[src/pkg/flash_regs_pkg.sv]
// constants, types and reset values for the flash protection and command object registers
package flash_regs_pkg;

	// wishbone byte address width in bits; each register takes one aligned word
	localparam int          ADR_W = 12;
	localparam int          IDX_W = 10;

	// register indices, byte address is four times the index
	localparam logic [9:0]  IDX_COMMAND_INDEX      = 10'h102;
	localparam logic [9:0]  IDX_FLASH_STATUS       = 10'h106;
	localparam logic [9:0]  IDX_DFLASH_PROTECTION  = 10'h109;
	localparam logic [9:0]  IDX_COMMAND_OBJECT     = 10'h10a;
	localparam logic [9:0]  IDX_FACTORY_RESERVED_1 = 10'h10c;
	localparam logic [9:0]  IDX_FACTORY_RESERVED_2 = 10'h10d;
	localparam logic [9:0]  IDX_FACTORY_RESERVED_3 = 10'h10e;
	localparam logic [9:0]  IDX_FACTORY_RESERVED_4 = 10'h10f;
	localparam logic [9:0]  IDX_NV_OPTION_BYTE     = 10'h110;
	localparam logic [9:0]  IDX_FACTORY_RESERVED_5 = 10'h111;
	localparam logic [9:0]  IDX_FACTORY_RESERVED_6 = 10'h112;
	localparam logic [9:0]  IDX_FACTORY_RESERVED_7 = 10'h113;

	// field positions
	localparam int          PROTECTION_OPEN_BIT    = 7;
	localparam int          COMPLETE_FLAG_BIT      = 7;
	localparam int          ACCESS_ERROR_BIT       = 5;
	localparam int          VIOLATION_BIT          = 4;

	// reset and fault values
	localparam logic [7:0]  PROTECTION_RESET       = 8'h0f;
	localparam logic [7:0]  PROTECTION_FAULT       = 8'h0f;
	localparam logic [7:0]  OPTION_RESET           = 8'hff;
	localparam logic [7:0]  OPTION_FAULT           = 8'hff;

	// data flash map
	localparam logic [17:0] DFLASH_BASE            = 18'h04400;
	localparam logic [17:0] DFLASH_LAST            = 18'h053ff;

	// command object layout
	localparam int          COB_WORDS              = 6;
	localparam int          COB_WIDTH              = 16;
	localparam logic [2:0]  COB_IDX_CODE           = 3'h0;
	localparam logic [2:0]  COB_IDX_ADDRESS        = 3'h1;
	localparam logic [2:0]  COB_IDX_LIMIT          = 3'h6;

	// command codes checked against protection
	localparam logic [7:0]  CMD_ERASE_ALL          = 8'h08;
	localparam logic [7:0]  CMD_ERASE_BLOCK        = 8'h09;
	localparam logic [7:0]  CMD_PROGRAM_DFLASH     = 8'h11;
	localparam logic [7:0]  CMD_ERASE_DFLASH_SECT  = 8'h12;

	typedef enum logic [1:0] {
		CMD_IDLE = 2'b01,
		CMD_BUSY = 2'b10
	} cmd_state_type;

	typedef struct packed {
		logic        launch;
		logic [7:0]  code;
		logic [17:0] address;
	} controller_request_type;

	typedef struct packed {
		logic        done;
		logic        wr_en;
		logic [2:0]  wr_index;
		logic [15:0] wr_data;
		logic        access_error;
	} controller_result_type;

	typedef struct packed {
		cmd_state_type cmd_state;
		logic [2:0]    index;
		logic          access_error;
		logic          violation;
		logic          protection_open;
		logic [3:0]    protection_size;
		logic [7:0]    option;
		logic          nv_loaded;
		logic [7:0]    code;
		logic [17:0]   address;
		logic          launch;
		logic          ack;
		logic [31:0]   dat;
	} regs_state_type;

	localparam regs_state_type STATE_RESET = '{
		cmd_state:       CMD_IDLE,
		index:           3'h0,
		access_error:    1'b0,
		violation:       1'b0,
		protection_open: PROTECTION_RESET[7],
		protection_size: PROTECTION_RESET[3:0],
		option:          OPTION_RESET,
		nv_loaded:       1'b0,
		code:            8'h00,
		address:         18'h00000,
		launch:          1'b0,
		ack:             1'b0,
		dat:             32'h00000000
	};

endpackage : flash_regs_pkg

[src/verilog/flash_protect_cmd_regs.sv]
// data flash protection, command object, option and reserved flash registers on wishbone
module flash_protect_cmd_regs (
	// clock and reset
	input  wire logic                                   clock,
	input  wire logic                                   rst_b,
	// wishbone slave
	input  wire logic                                   cyc_i,
	input  wire logic                                   stb_i,
	input  wire logic                                   we_i,
	input  wire logic [flash_regs_pkg::ADR_W-1:0]       adr_i,
	input  wire logic [3:0]                             sel_i,
	input  wire logic [31:0]                            dat_i,
	output logic      [31:0]                            dat_o,
	output logic                                        ack_o,
	// nonvolatile bytes fetched during the reset sequence
	input  wire logic                                   nv_load,
	input  wire logic [7:0]                             nv_protection_byte,
	input  wire logic                                   nv_protection_fault,
	input  wire logic [7:0]                             nv_option_byte,
	input  wire logic                                   nv_option_fault,
	// memory controller
	output flash_regs_pkg::controller_request_type      ctl_request,
	input  wire flash_regs_pkg::controller_result_type  ctl_result,
	input  wire logic [2:0]                             ctl_rd_index,
	output logic      [15:0]                            ctl_rd_data,
	// protection and status seen by the controller
	output logic                                        command_complete_flag,
	output logic                                        protection_open,
	output logic      [3:0]                             protection_size,
	output logic      [7:0]                             nonvolatile_option_bits
);

	flash_regs_pkg::regs_state_type state;
	flash_regs_pkg::regs_state_type next_state;

	logic                                    req;
	logic                                    wr;
	logic                                    rd;
	logic [flash_regs_pkg::IDX_W-1:0]        reg_idx;
	logic                                    idle;
	logic                                    index_valid;
	logic [4:0]                              prot_blocks;
	logic [17:0]                             prot_last;
	logic                                    any_protected;
	logic                                    addr_hit;
	logic                                    in_dflash;
	logic                                    refuse;
	logic                                    status_wr;
	logic                                    launch_req;
	logic                                    prot_wr;
	logic                                    prot_ok;
	logic                                    cob_cpu_wr;
	logic                                    store_wr_en;
	logic [2:0]                              store_wr_index;
	logic [1:0]                              store_wr_byte_en;
	logic [15:0]                             store_wr_data;
	logic [15:0]                             cpu_cob_data;
	logic [15:0]                             cob_rdata;

	// one access per request; the ack cycle itself takes nothing
	assign req     = cyc_i && stb_i && !state.ack;
	assign wr      = req && we_i;
	assign rd      = req && !we_i;
	assign reg_idx = adr_i[flash_regs_pkg::ADR_W-1:2];
	assign idle    = (state.cmd_state == flash_regs_pkg::CMD_IDLE);

	assign index_valid = (state.index < flash_regs_pkg::COB_IDX_LIMIT);

	// protected window of data flash
	assign prot_blocks   = {1'b0, state.protection_size} + 5'h01;
	assign prot_last     = flash_regs_pkg::DFLASH_BASE + {5'h00, prot_blocks, 8'h00} - 18'h00001;
	assign any_protected = !state.protection_open;
	assign in_dflash     = (state.address >= flash_regs_pkg::DFLASH_BASE) &&
	                       (state.address <= flash_regs_pkg::DFLASH_LAST);
	assign addr_hit      = any_protected && (state.address >= flash_regs_pkg::DFLASH_BASE) &&
	                       (state.address <= prot_last);

	// commands that would alter protected data flash are stopped here
	always_comb begin
		refuse = 1'b0;
		case (state.code)
			flash_regs_pkg::CMD_PROGRAM_DFLASH,
			flash_regs_pkg::CMD_ERASE_DFLASH_SECT: begin
				refuse = addr_hit;
			end
			flash_regs_pkg::CMD_ERASE_BLOCK: begin
				refuse = in_dflash && any_protected;
			end
			flash_regs_pkg::CMD_ERASE_ALL: begin
				refuse = any_protected;
			end
			default: begin
				refuse = 1'b0;
			end
		endcase
	end

	assign status_wr  = wr && sel_i[0] && (reg_idx == flash_regs_pkg::IDX_FLASH_STATUS);
	assign launch_req = status_wr && dat_i[flash_regs_pkg::COMPLETE_FLAG_BIT] && idle;

	// protection may only be added; a reducing write is dropped whole
	assign prot_wr = wr && sel_i[0] && (reg_idx == flash_regs_pkg::IDX_DFLASH_PROTECTION);
	assign prot_ok = (dat_i[3:0] >= state.protection_size) &&
	                 !(!state.protection_open && dat_i[flash_regs_pkg::PROTECTION_OPEN_BIT]);

	// cpu write into the command object, ignored while busy or at an unused index
	assign cob_cpu_wr = wr && (sel_i[1:0] != 2'b00) && idle && index_valid &&
	                    (reg_idx == flash_regs_pkg::IDX_COMMAND_OBJECT);
	assign cpu_cob_data = {dat_i[15:8],
	                       (state.index == flash_regs_pkg::COB_IDX_CODE) ?
	                       {6'h00, dat_i[1:0]} : dat_i[7:0]};

	// controller owns the write port while a command runs
	always_comb begin
		if (!idle) begin
			store_wr_en      = ctl_result.wr_en;
			store_wr_index   = ctl_result.wr_index;
			store_wr_byte_en = 2'b11;
			store_wr_data    = ctl_result.wr_data;
		end else begin
			store_wr_en      = cob_cpu_wr;
			store_wr_index   = state.index;
			store_wr_byte_en = sel_i[1:0];
			store_wr_data    = cpu_cob_data;
		end
	end

	command_object_store #(
		.WORDS (flash_regs_pkg::COB_WORDS),
		.WIDTH (flash_regs_pkg::COB_WIDTH)
	) u_store (
		.clock      (clock),
		.rst_b      (rst_b),
		.wr_en      (store_wr_en),
		.wr_index   (store_wr_index),
		.wr_byte_en (store_wr_byte_en),
		.wr_data    (store_wr_data),
		.rd_a_index (state.index),
		.rd_a_data  (cob_rdata),
		.rd_b_index (ctl_rd_index),
		.rd_b_data  (ctl_rd_data)
	);

	always_comb begin
		next_state        = state;
		next_state.ack    = req;
		next_state.launch = 1'b0;

		// nonvolatile load, accepted once per reset
		if (nv_load && !state.nv_loaded) begin
			next_state.nv_loaded = 1'b1;
			if (nv_protection_fault) begin
				next_state.protection_open = flash_regs_pkg::PROTECTION_FAULT[7];
				next_state.protection_size = flash_regs_pkg::PROTECTION_FAULT[3:0];
			end else begin
				next_state.protection_open = nv_protection_byte[7];
				next_state.protection_size = nv_protection_byte[3:0];
			end
			next_state.option = nv_option_fault ? flash_regs_pkg::OPTION_FAULT :
			                    nv_option_byte;
		end

		if (prot_wr && prot_ok) begin
			next_state.protection_open = dat_i[flash_regs_pkg::PROTECTION_OPEN_BIT];
			next_state.protection_size = dat_i[3:0];
		end

		if (wr && sel_i[0] && idle && (reg_idx == flash_regs_pkg::IDX_COMMAND_INDEX)) begin
			next_state.index = dat_i[2:0];
		end

		// shadow of code and address for the protection check
		if (cob_cpu_wr && state.index == flash_regs_pkg::COB_IDX_CODE) begin
			if (sel_i[1]) begin
				next_state.code = dat_i[15:8];
			end
			if (sel_i[0]) begin
				next_state.address[17:16] = dat_i[1:0];
			end
		end
		if (cob_cpu_wr && state.index == flash_regs_pkg::COB_IDX_ADDRESS) begin
			if (sel_i[1]) begin
				next_state.address[15:8] = dat_i[15:8];
			end
			if (sel_i[0]) begin
				next_state.address[7:0] = dat_i[7:0];
			end
		end

		// write one to clear the error flags
		if (status_wr && dat_i[flash_regs_pkg::ACCESS_ERROR_BIT]) begin
			next_state.access_error = 1'b0;
		end
		if (status_wr && dat_i[flash_regs_pkg::VIOLATION_BIT]) begin
			next_state.violation = 1'b0;
		end

		case (state.cmd_state)
			flash_regs_pkg::CMD_IDLE: begin
				if (launch_req && refuse) begin
					next_state.violation = 1'b1;
				end else if (launch_req) begin
					next_state.cmd_state = flash_regs_pkg::CMD_BUSY;
					next_state.launch    = 1'b1;
				end
			end
			flash_regs_pkg::CMD_BUSY: begin
				if (ctl_result.access_error) begin
					next_state.access_error = 1'b1;
				end
				if (ctl_result.done) begin
					next_state.cmd_state = flash_regs_pkg::CMD_IDLE;
				end
			end
			default: begin
				next_state.cmd_state = flash_regs_pkg::CMD_IDLE;
			end
		endcase

		// read data, zero for reserved and unmapped words
		next_state.dat = 32'h00000000;
		if (rd) begin
			case (reg_idx)
				flash_regs_pkg::IDX_COMMAND_INDEX: begin
					next_state.dat = {29'h0, state.index};
				end
				flash_regs_pkg::IDX_FLASH_STATUS: begin
					next_state.dat = {24'h0, idle, 1'b0, state.access_error, state.violation, 4'h0};
				end
				flash_regs_pkg::IDX_DFLASH_PROTECTION: begin
					next_state.dat = {24'h0, state.protection_open, 3'h0,
					                  state.protection_size};
				end
				flash_regs_pkg::IDX_COMMAND_OBJECT: begin
					next_state.dat = index_valid ? {16'h0, cob_rdata} : 32'h00000000;
				end
				flash_regs_pkg::IDX_NV_OPTION_BYTE: begin
					next_state.dat = {24'h0, state.option};
				end
				flash_regs_pkg::IDX_FACTORY_RESERVED_1,
				flash_regs_pkg::IDX_FACTORY_RESERVED_2,
				flash_regs_pkg::IDX_FACTORY_RESERVED_3,
				flash_regs_pkg::IDX_FACTORY_RESERVED_4,
				flash_regs_pkg::IDX_FACTORY_RESERVED_5,
				flash_regs_pkg::IDX_FACTORY_RESERVED_6,
				flash_regs_pkg::IDX_FACTORY_RESERVED_7: begin
					next_state.dat = 32'h00000000;
				end
				default: begin
					next_state.dat = 32'h00000000;
				end
			endcase
		end
	end

	always_ff @(posedge clock) begin
		if (!rst_b) begin
			state <= flash_regs_pkg::STATE_RESET;
		end else begin
			state <= next_state;
		end
	end

	assign dat_o                   = state.dat;
	assign ack_o                   = state.ack;
	assign ctl_request.launch      = state.launch;
	assign ctl_request.code        = state.code;
	assign ctl_request.address     = state.address;
	assign command_complete_flag   = idle;
	assign protection_open         = state.protection_open;
	assign protection_size         = state.protection_size;
	assign nonvolatile_option_bits = state.option;
endmodule : flash_protect_cmd_regs

[src/verilog/command_object_store.sv]
// six-word command object memory with registered read ports
module command_object_store #(
	parameter int WORDS = 6,
	parameter int WIDTH = 16
) (
	// clock and reset
	input  wire logic             clock,
	input  wire logic             rst_b,
	// write port with byte enables
	input  wire logic             wr_en,
	input  wire logic [2:0]       wr_index,
	input  wire logic [1:0]       wr_byte_en,
	input  wire logic [WIDTH-1:0] wr_data,
	// register-side read port
	input  wire logic [2:0]       rd_a_index,
	output logic      [WIDTH-1:0] rd_a_data,
	// controller-side read port
	input  wire logic [2:0]       rd_b_index,
	output logic      [WIDTH-1:0] rd_b_data
);

	typedef struct packed {
		logic [WORDS-1:0][WIDTH-1:0] word;
		logic [WIDTH-1:0]            rd_a;
		logic [WIDTH-1:0]            rd_b;
	} store_type;

	store_type state;
	store_type next_state;

	always_comb begin
		next_state = state;
		for (int i = 0; i < WORDS; i++) begin
			if (wr_en && wr_index == 3'(i)) begin
				if (wr_byte_en[0]) begin
					next_state.word[i][7:0] = wr_data[7:0];
				end
				if (wr_byte_en[1]) begin
					next_state.word[i][WIDTH-1:8] = wr_data[WIDTH-1:8];
				end
			end
		end
		// unimplemented entries read as zero
		next_state.rd_a = (32'(rd_a_index) < WORDS) ? state.word[rd_a_index] : '0;
		next_state.rd_b = (32'(rd_b_index) < WORDS) ? state.word[rd_b_index] : '0;
	end

	always_ff @(posedge clock) begin
		if (!rst_b) begin
			state <= '0;
		end else begin
			state <= next_state;
		end
	end

	assign rd_a_data = state.rd_a;
	assign rd_b_data = state.rd_b;

endmodule : command_object_store

[config.mk]
export PLATFORM = sky130hd
export DESIGN_NAME = flash_protect_cmd_regs
export DESIGN_NICKNAME = d
export VERILOG_FILES = /design/src/pkg/flash_regs_pkg.sv /design/src/verilog/flash_protect_cmd_regs.sv /design/src/verilog/command_object_store.sv
export SDC_FILE = /design/constraint.sdc
export NUM_CORES = 1
export LEC_CHECK = 0
export BUFFER_PORTS_ARGS = -buffer_cell sky130_fd_sc_hd__buf_2
export CAP_MARGIN = 25
export CORE_UTILIZATION = 58
export DETAILED_ROUTE_END_ITERATION = 8
export PLACE_DENSITY = 0.9
export RECOVER_POWER = 100
export SYNTH_ARGS = -nofsm -noshare
export SYNTH_HDL_FRONTEND = slang
export SYNTH_SLANG_ARGS = --single-unit
[constraint.sdc]
create_clock -name clock -period 5.7 [get_ports clock]
set_input_delay 1.425 -clock clock [delete_from_list [all_inputs] [get_ports clock]]
set_output_delay 1.425 -clock clock [all_outputs]
set_load 0.01 [all_outputs]
==> flow_metrics.env <==
export IMPL_status="finished, violations left"
export IMPL_violations="capacitance limit, slew limit"
export IMPL_synth_area_top_cells="dfxtp_1 (39%), mux2i_1 (16%), mux4_2 (7.3%)"
export IMPL_pin_count=187
export IMPL_synth_seq_cells=193
export IMPL_setup_violations=0
export IMPL_viasPerCell=5.91
export IMPL_syn_area_um2=9900
export IMPL_yosys_area_top_type="dfxtp_1"
export IMPL_crit_buf_inv=2
export IMPL_drc=0
export IMPL_tightest_slew_ns=2.11
export IMPL_drtPass1Iterations=6
export IMPL_startpoint="rst_b"
export IMPL_synth_mux_area_share_pct=22.9
export IMPL_antenna_cells=0
export IMPL_setup_tns_ns=0
export IMPL_r2r_start="state[80]"
export IMPL_hp_class="flip-flop to flip-flop"
export IMPL_area_growth_pct=6.98
export IMPL_critPathSlowestCell="clkbuf_1"
export IMPL_fp_row_count=47
export IMPL_die_area_um2=17600
export IMPL_arrival_ns=4.51
export IMPL_fin_crit_ns=4.19
export IMPL_clk_pin_slew_ns=0.06
export IMPL_cts_made_buffers=17
export IMPL_power_internal_mw=2.15
export IMPL_rsz0062_at_grt="no"
export IMPL_seqPwrFrac_pct=48.8
export IMPL_synth_compound_area_share_pct=7.78
export IMPL_synth_async_reset_ratio_pct=0
export IMPL_portBuffers=147
export IMPL_hpwl_mm=16.6
export IMPL_p_leak_nw=4.05
export IMPL_fill_cells=1305
export IMPL_place_congestion=0.904
export IMPL_clock_skew_ns=0.00712
export IMPL_fin_crit_sh_pct=73.6
export IMPL_core_um2=16600
export IMPL_die_w_um=133
export IMPL_critical_path_class="input pin to flip-flop"
export IMPL_p_sw_share_pct=22.8
export IMPL_cts_tree="yes"
export IMPL_path_cells="clkbuf_1 > clkbuf_2 > nand2_1 > mux2i_1"
export IMPL_maxCapViolCount=3
export IMPL_hold_viol_final=0
export IMPL_crit_fanout=70
export IMPL_path_delay_family="buffers and inverters"
export IMPL_synth_most_common_cell="dfxtp_1"
export IMPL_power_density_nw_per_um2=263
export IMPL_worstSetupEndpointType="flip-flop"
export IMPL_cpPeakStageDelay_ns=1.47
export IMPL_ff_latch_area_um2=3860
export IMPL_drtIter0Drc=775
export IMPL_pre_cts_ws_ns=1.93
export IMPL_nets=1179
export IMPL_synth_warnings=0
export IMPL_grt_max_degree=71
export IMPL_worst_slack_ns=1.51
export IMPL_antenna_found_initial=0
export IMPL_hold_path_startpoint="u_store.rd_a_data[8]"
export IMPL_ir_drop_mv=0.229
export IMPL_grt_pass1_vias=7517
export IMPL_drive_gt1_share_pct=13.7
export IMPL_cts_htree_levels=4
export IMPL_grt_overflow_total=0
export IMPL_yosysSeqAreaShare_pct=39.0
export IMPL_start_util_pct=59.5
export IMPL_wl_per_cell_um=18.7
export IMPL_clk_latency_ns=0.44
export IMPL_cts_sinks=193
export IMPL_required_ns=6.02
export IMPL_max_freq_mhz=238
export IMPL_netlist_cell_type_count=61
export IMPL_synth_edf_count=0
export IMPL_post_cts_resized=0
export IMPL_multiInputGateArea_um2=4950
export IMPL_synth_top_family_by_area="multiplexers"
export IMPL_syn_avg_cell_area_um2=9.58
export IMPL_slew_headroom_pct=-40.6
export IMPL_yosys_area_share_simple_pct=17.4
export IMPL_utilization_pct=63.6
export IMPL_cts_root_buffer="clkbuf_16"
export IMPL_slew_viol_final=58
export IMPL_ant_nets=0
export IMPL_cts_setup_buffers=0
export IMPL_vias=7708
export IMPL_p_clk_share_pct=45.9
export IMPL_synth_ff_type="dfxtp_1"
export IMPL_cp_start_kind="input pin"
export IMPL_wl_mm=24.4
export IMPL_grtUsageTotal_pct=27.9
export IMPL_syn_inst=1034
export IMPL_comb_power_share_pct=5.3
export IMPL_synth_fa_ha_area_share_pct=1.39
export IMPL_grt_pass1_wl_mm=38.5
export IMPL_postCtsHoldBufs=0
export IMPL_synth_xor_area_share_pct=0.265
export IMPL_synth_common_cells="dfxtp_1 (193), mux2i_1 (155), nand2_1 (144)"
export IMPL_fp_dieH_um=133
export IMPL_netSwitchingPower_mw=0.636
export IMPL_synth_top_cell_area_share_pct=39.0
export IMPL_cts_buffer_depth=2
==> worst reg2reg max path, cell delays in order, from the launching register on <==
cell and delay, ns:
dfxtp_1 0.30, nand2b_1 0.51, inv_1 0.74, o21ai_1 0.29
nor3_1 1.24, mux2i_1 0.29, nor2b_1 0.07
==> cell families (layout without fill, tap and decap cells) <==
group,count (synthesis),count (layout)
AO/OA/AOI/OAI,109,109
XOR/XNOR,3,3
adder cells (fa/ha/maj),11,11
buffers and inverters,196,231
flip-flops,193,193
multiplexers,187,187
other,2,17
AND/OR/NAND/NOR,333,333
==> layout make-up <==
cell class	count	share of cell area, %
Multi-Input combinational cell	660	46.7
Inverter	45	1.59
Clock inverter	14	1.87
Clock buffer	18	4.05
Sequential cell	193	36.5
Tap cell	220	2.60
Timing Repair Buffer	154	6.71
==> routing by layer <==
metal	share of wire [%]	wire length, um	track usage, %
met5	0	0	0
met4	3.2	775	13.3
met1	40	9800	33.3
met2	50	12300	48.4
met3	6.4	1570	5.10
==> stage by stage <==
stage / instances / hold slack (ns) / power (mW) / cell area (um^2)
global route: 1304 / 0.455 / 2.86 / 10600
CTS: 1303 / 0.428 / 2.78 / 10700
floorplan: 1049 / 0.406 / 1.49 / 9960
detailed placement: 1271 / 0.413 / 1.53 / 10100
finish: 1304 / 0.426 / 2.78 / 10600
global placement: 1271 / 0.413 / 1.53 / 10100
==> path summary, 6_finish.rpt <==
check	endpoint	slack, ns	cells past startpoint
worst min-delay path	dat_o[8]	0.43	1
worst max register to register	ctl_request[9]	2.14	6
worst min register to register	dat_o[8]	0.43	1
worst max-delay path	u_store.state[86]	1.51	4
==> registers in the layout (all words and copies together) (netlist names) <==
signal                   count
protection_size              4
ctl_request                 27
u_store.rd_a_data           16
ack_o                        1
dat_o                       16
nonvolatile_option_bits      8
state                        8
protection_open              1
u_store.rd_b_data           16
u_store.state               96
==> power by group through the flow <==
stage	Sequential [mW]	Clock [mW]	Combinational, mW
floorplan	1.39	0	0.0995
global placement	1.39	0	0.142
detailed placement	1.39	0	0.145
CTS	1.36	1.28	0.146
global route	1.36	1.34	0.161
finish	1.36	1.28	0.148
==> cell usage in the layout (no fill, tap or decap), drive strengths merged, types with 3 or more instances in the layout <==
master and instances:
dfxtp 193, mux2i 155, nand2 144, clkbuf 95
buf 77, inv 51, and2 45, nor2b 38
o22ai 34, mux4 32, nor2 28, o21ai 19
conb 17, nor3 16, nand3 11, a22o 11
ha 11, a21oi 8, or2 7, nor3b 6
a222oi 6, nand2b 5, o221ai 5, and3 5
nor4 4, o21a 4, or3 4, o211ai 4
nand4 4, bufinv 4, xnor2 3, nor4bb 3
nor4b 3, and4b 3, a22oi 3, a32oi 3
clkinv 3
Power figures use the tool's default switching activity.
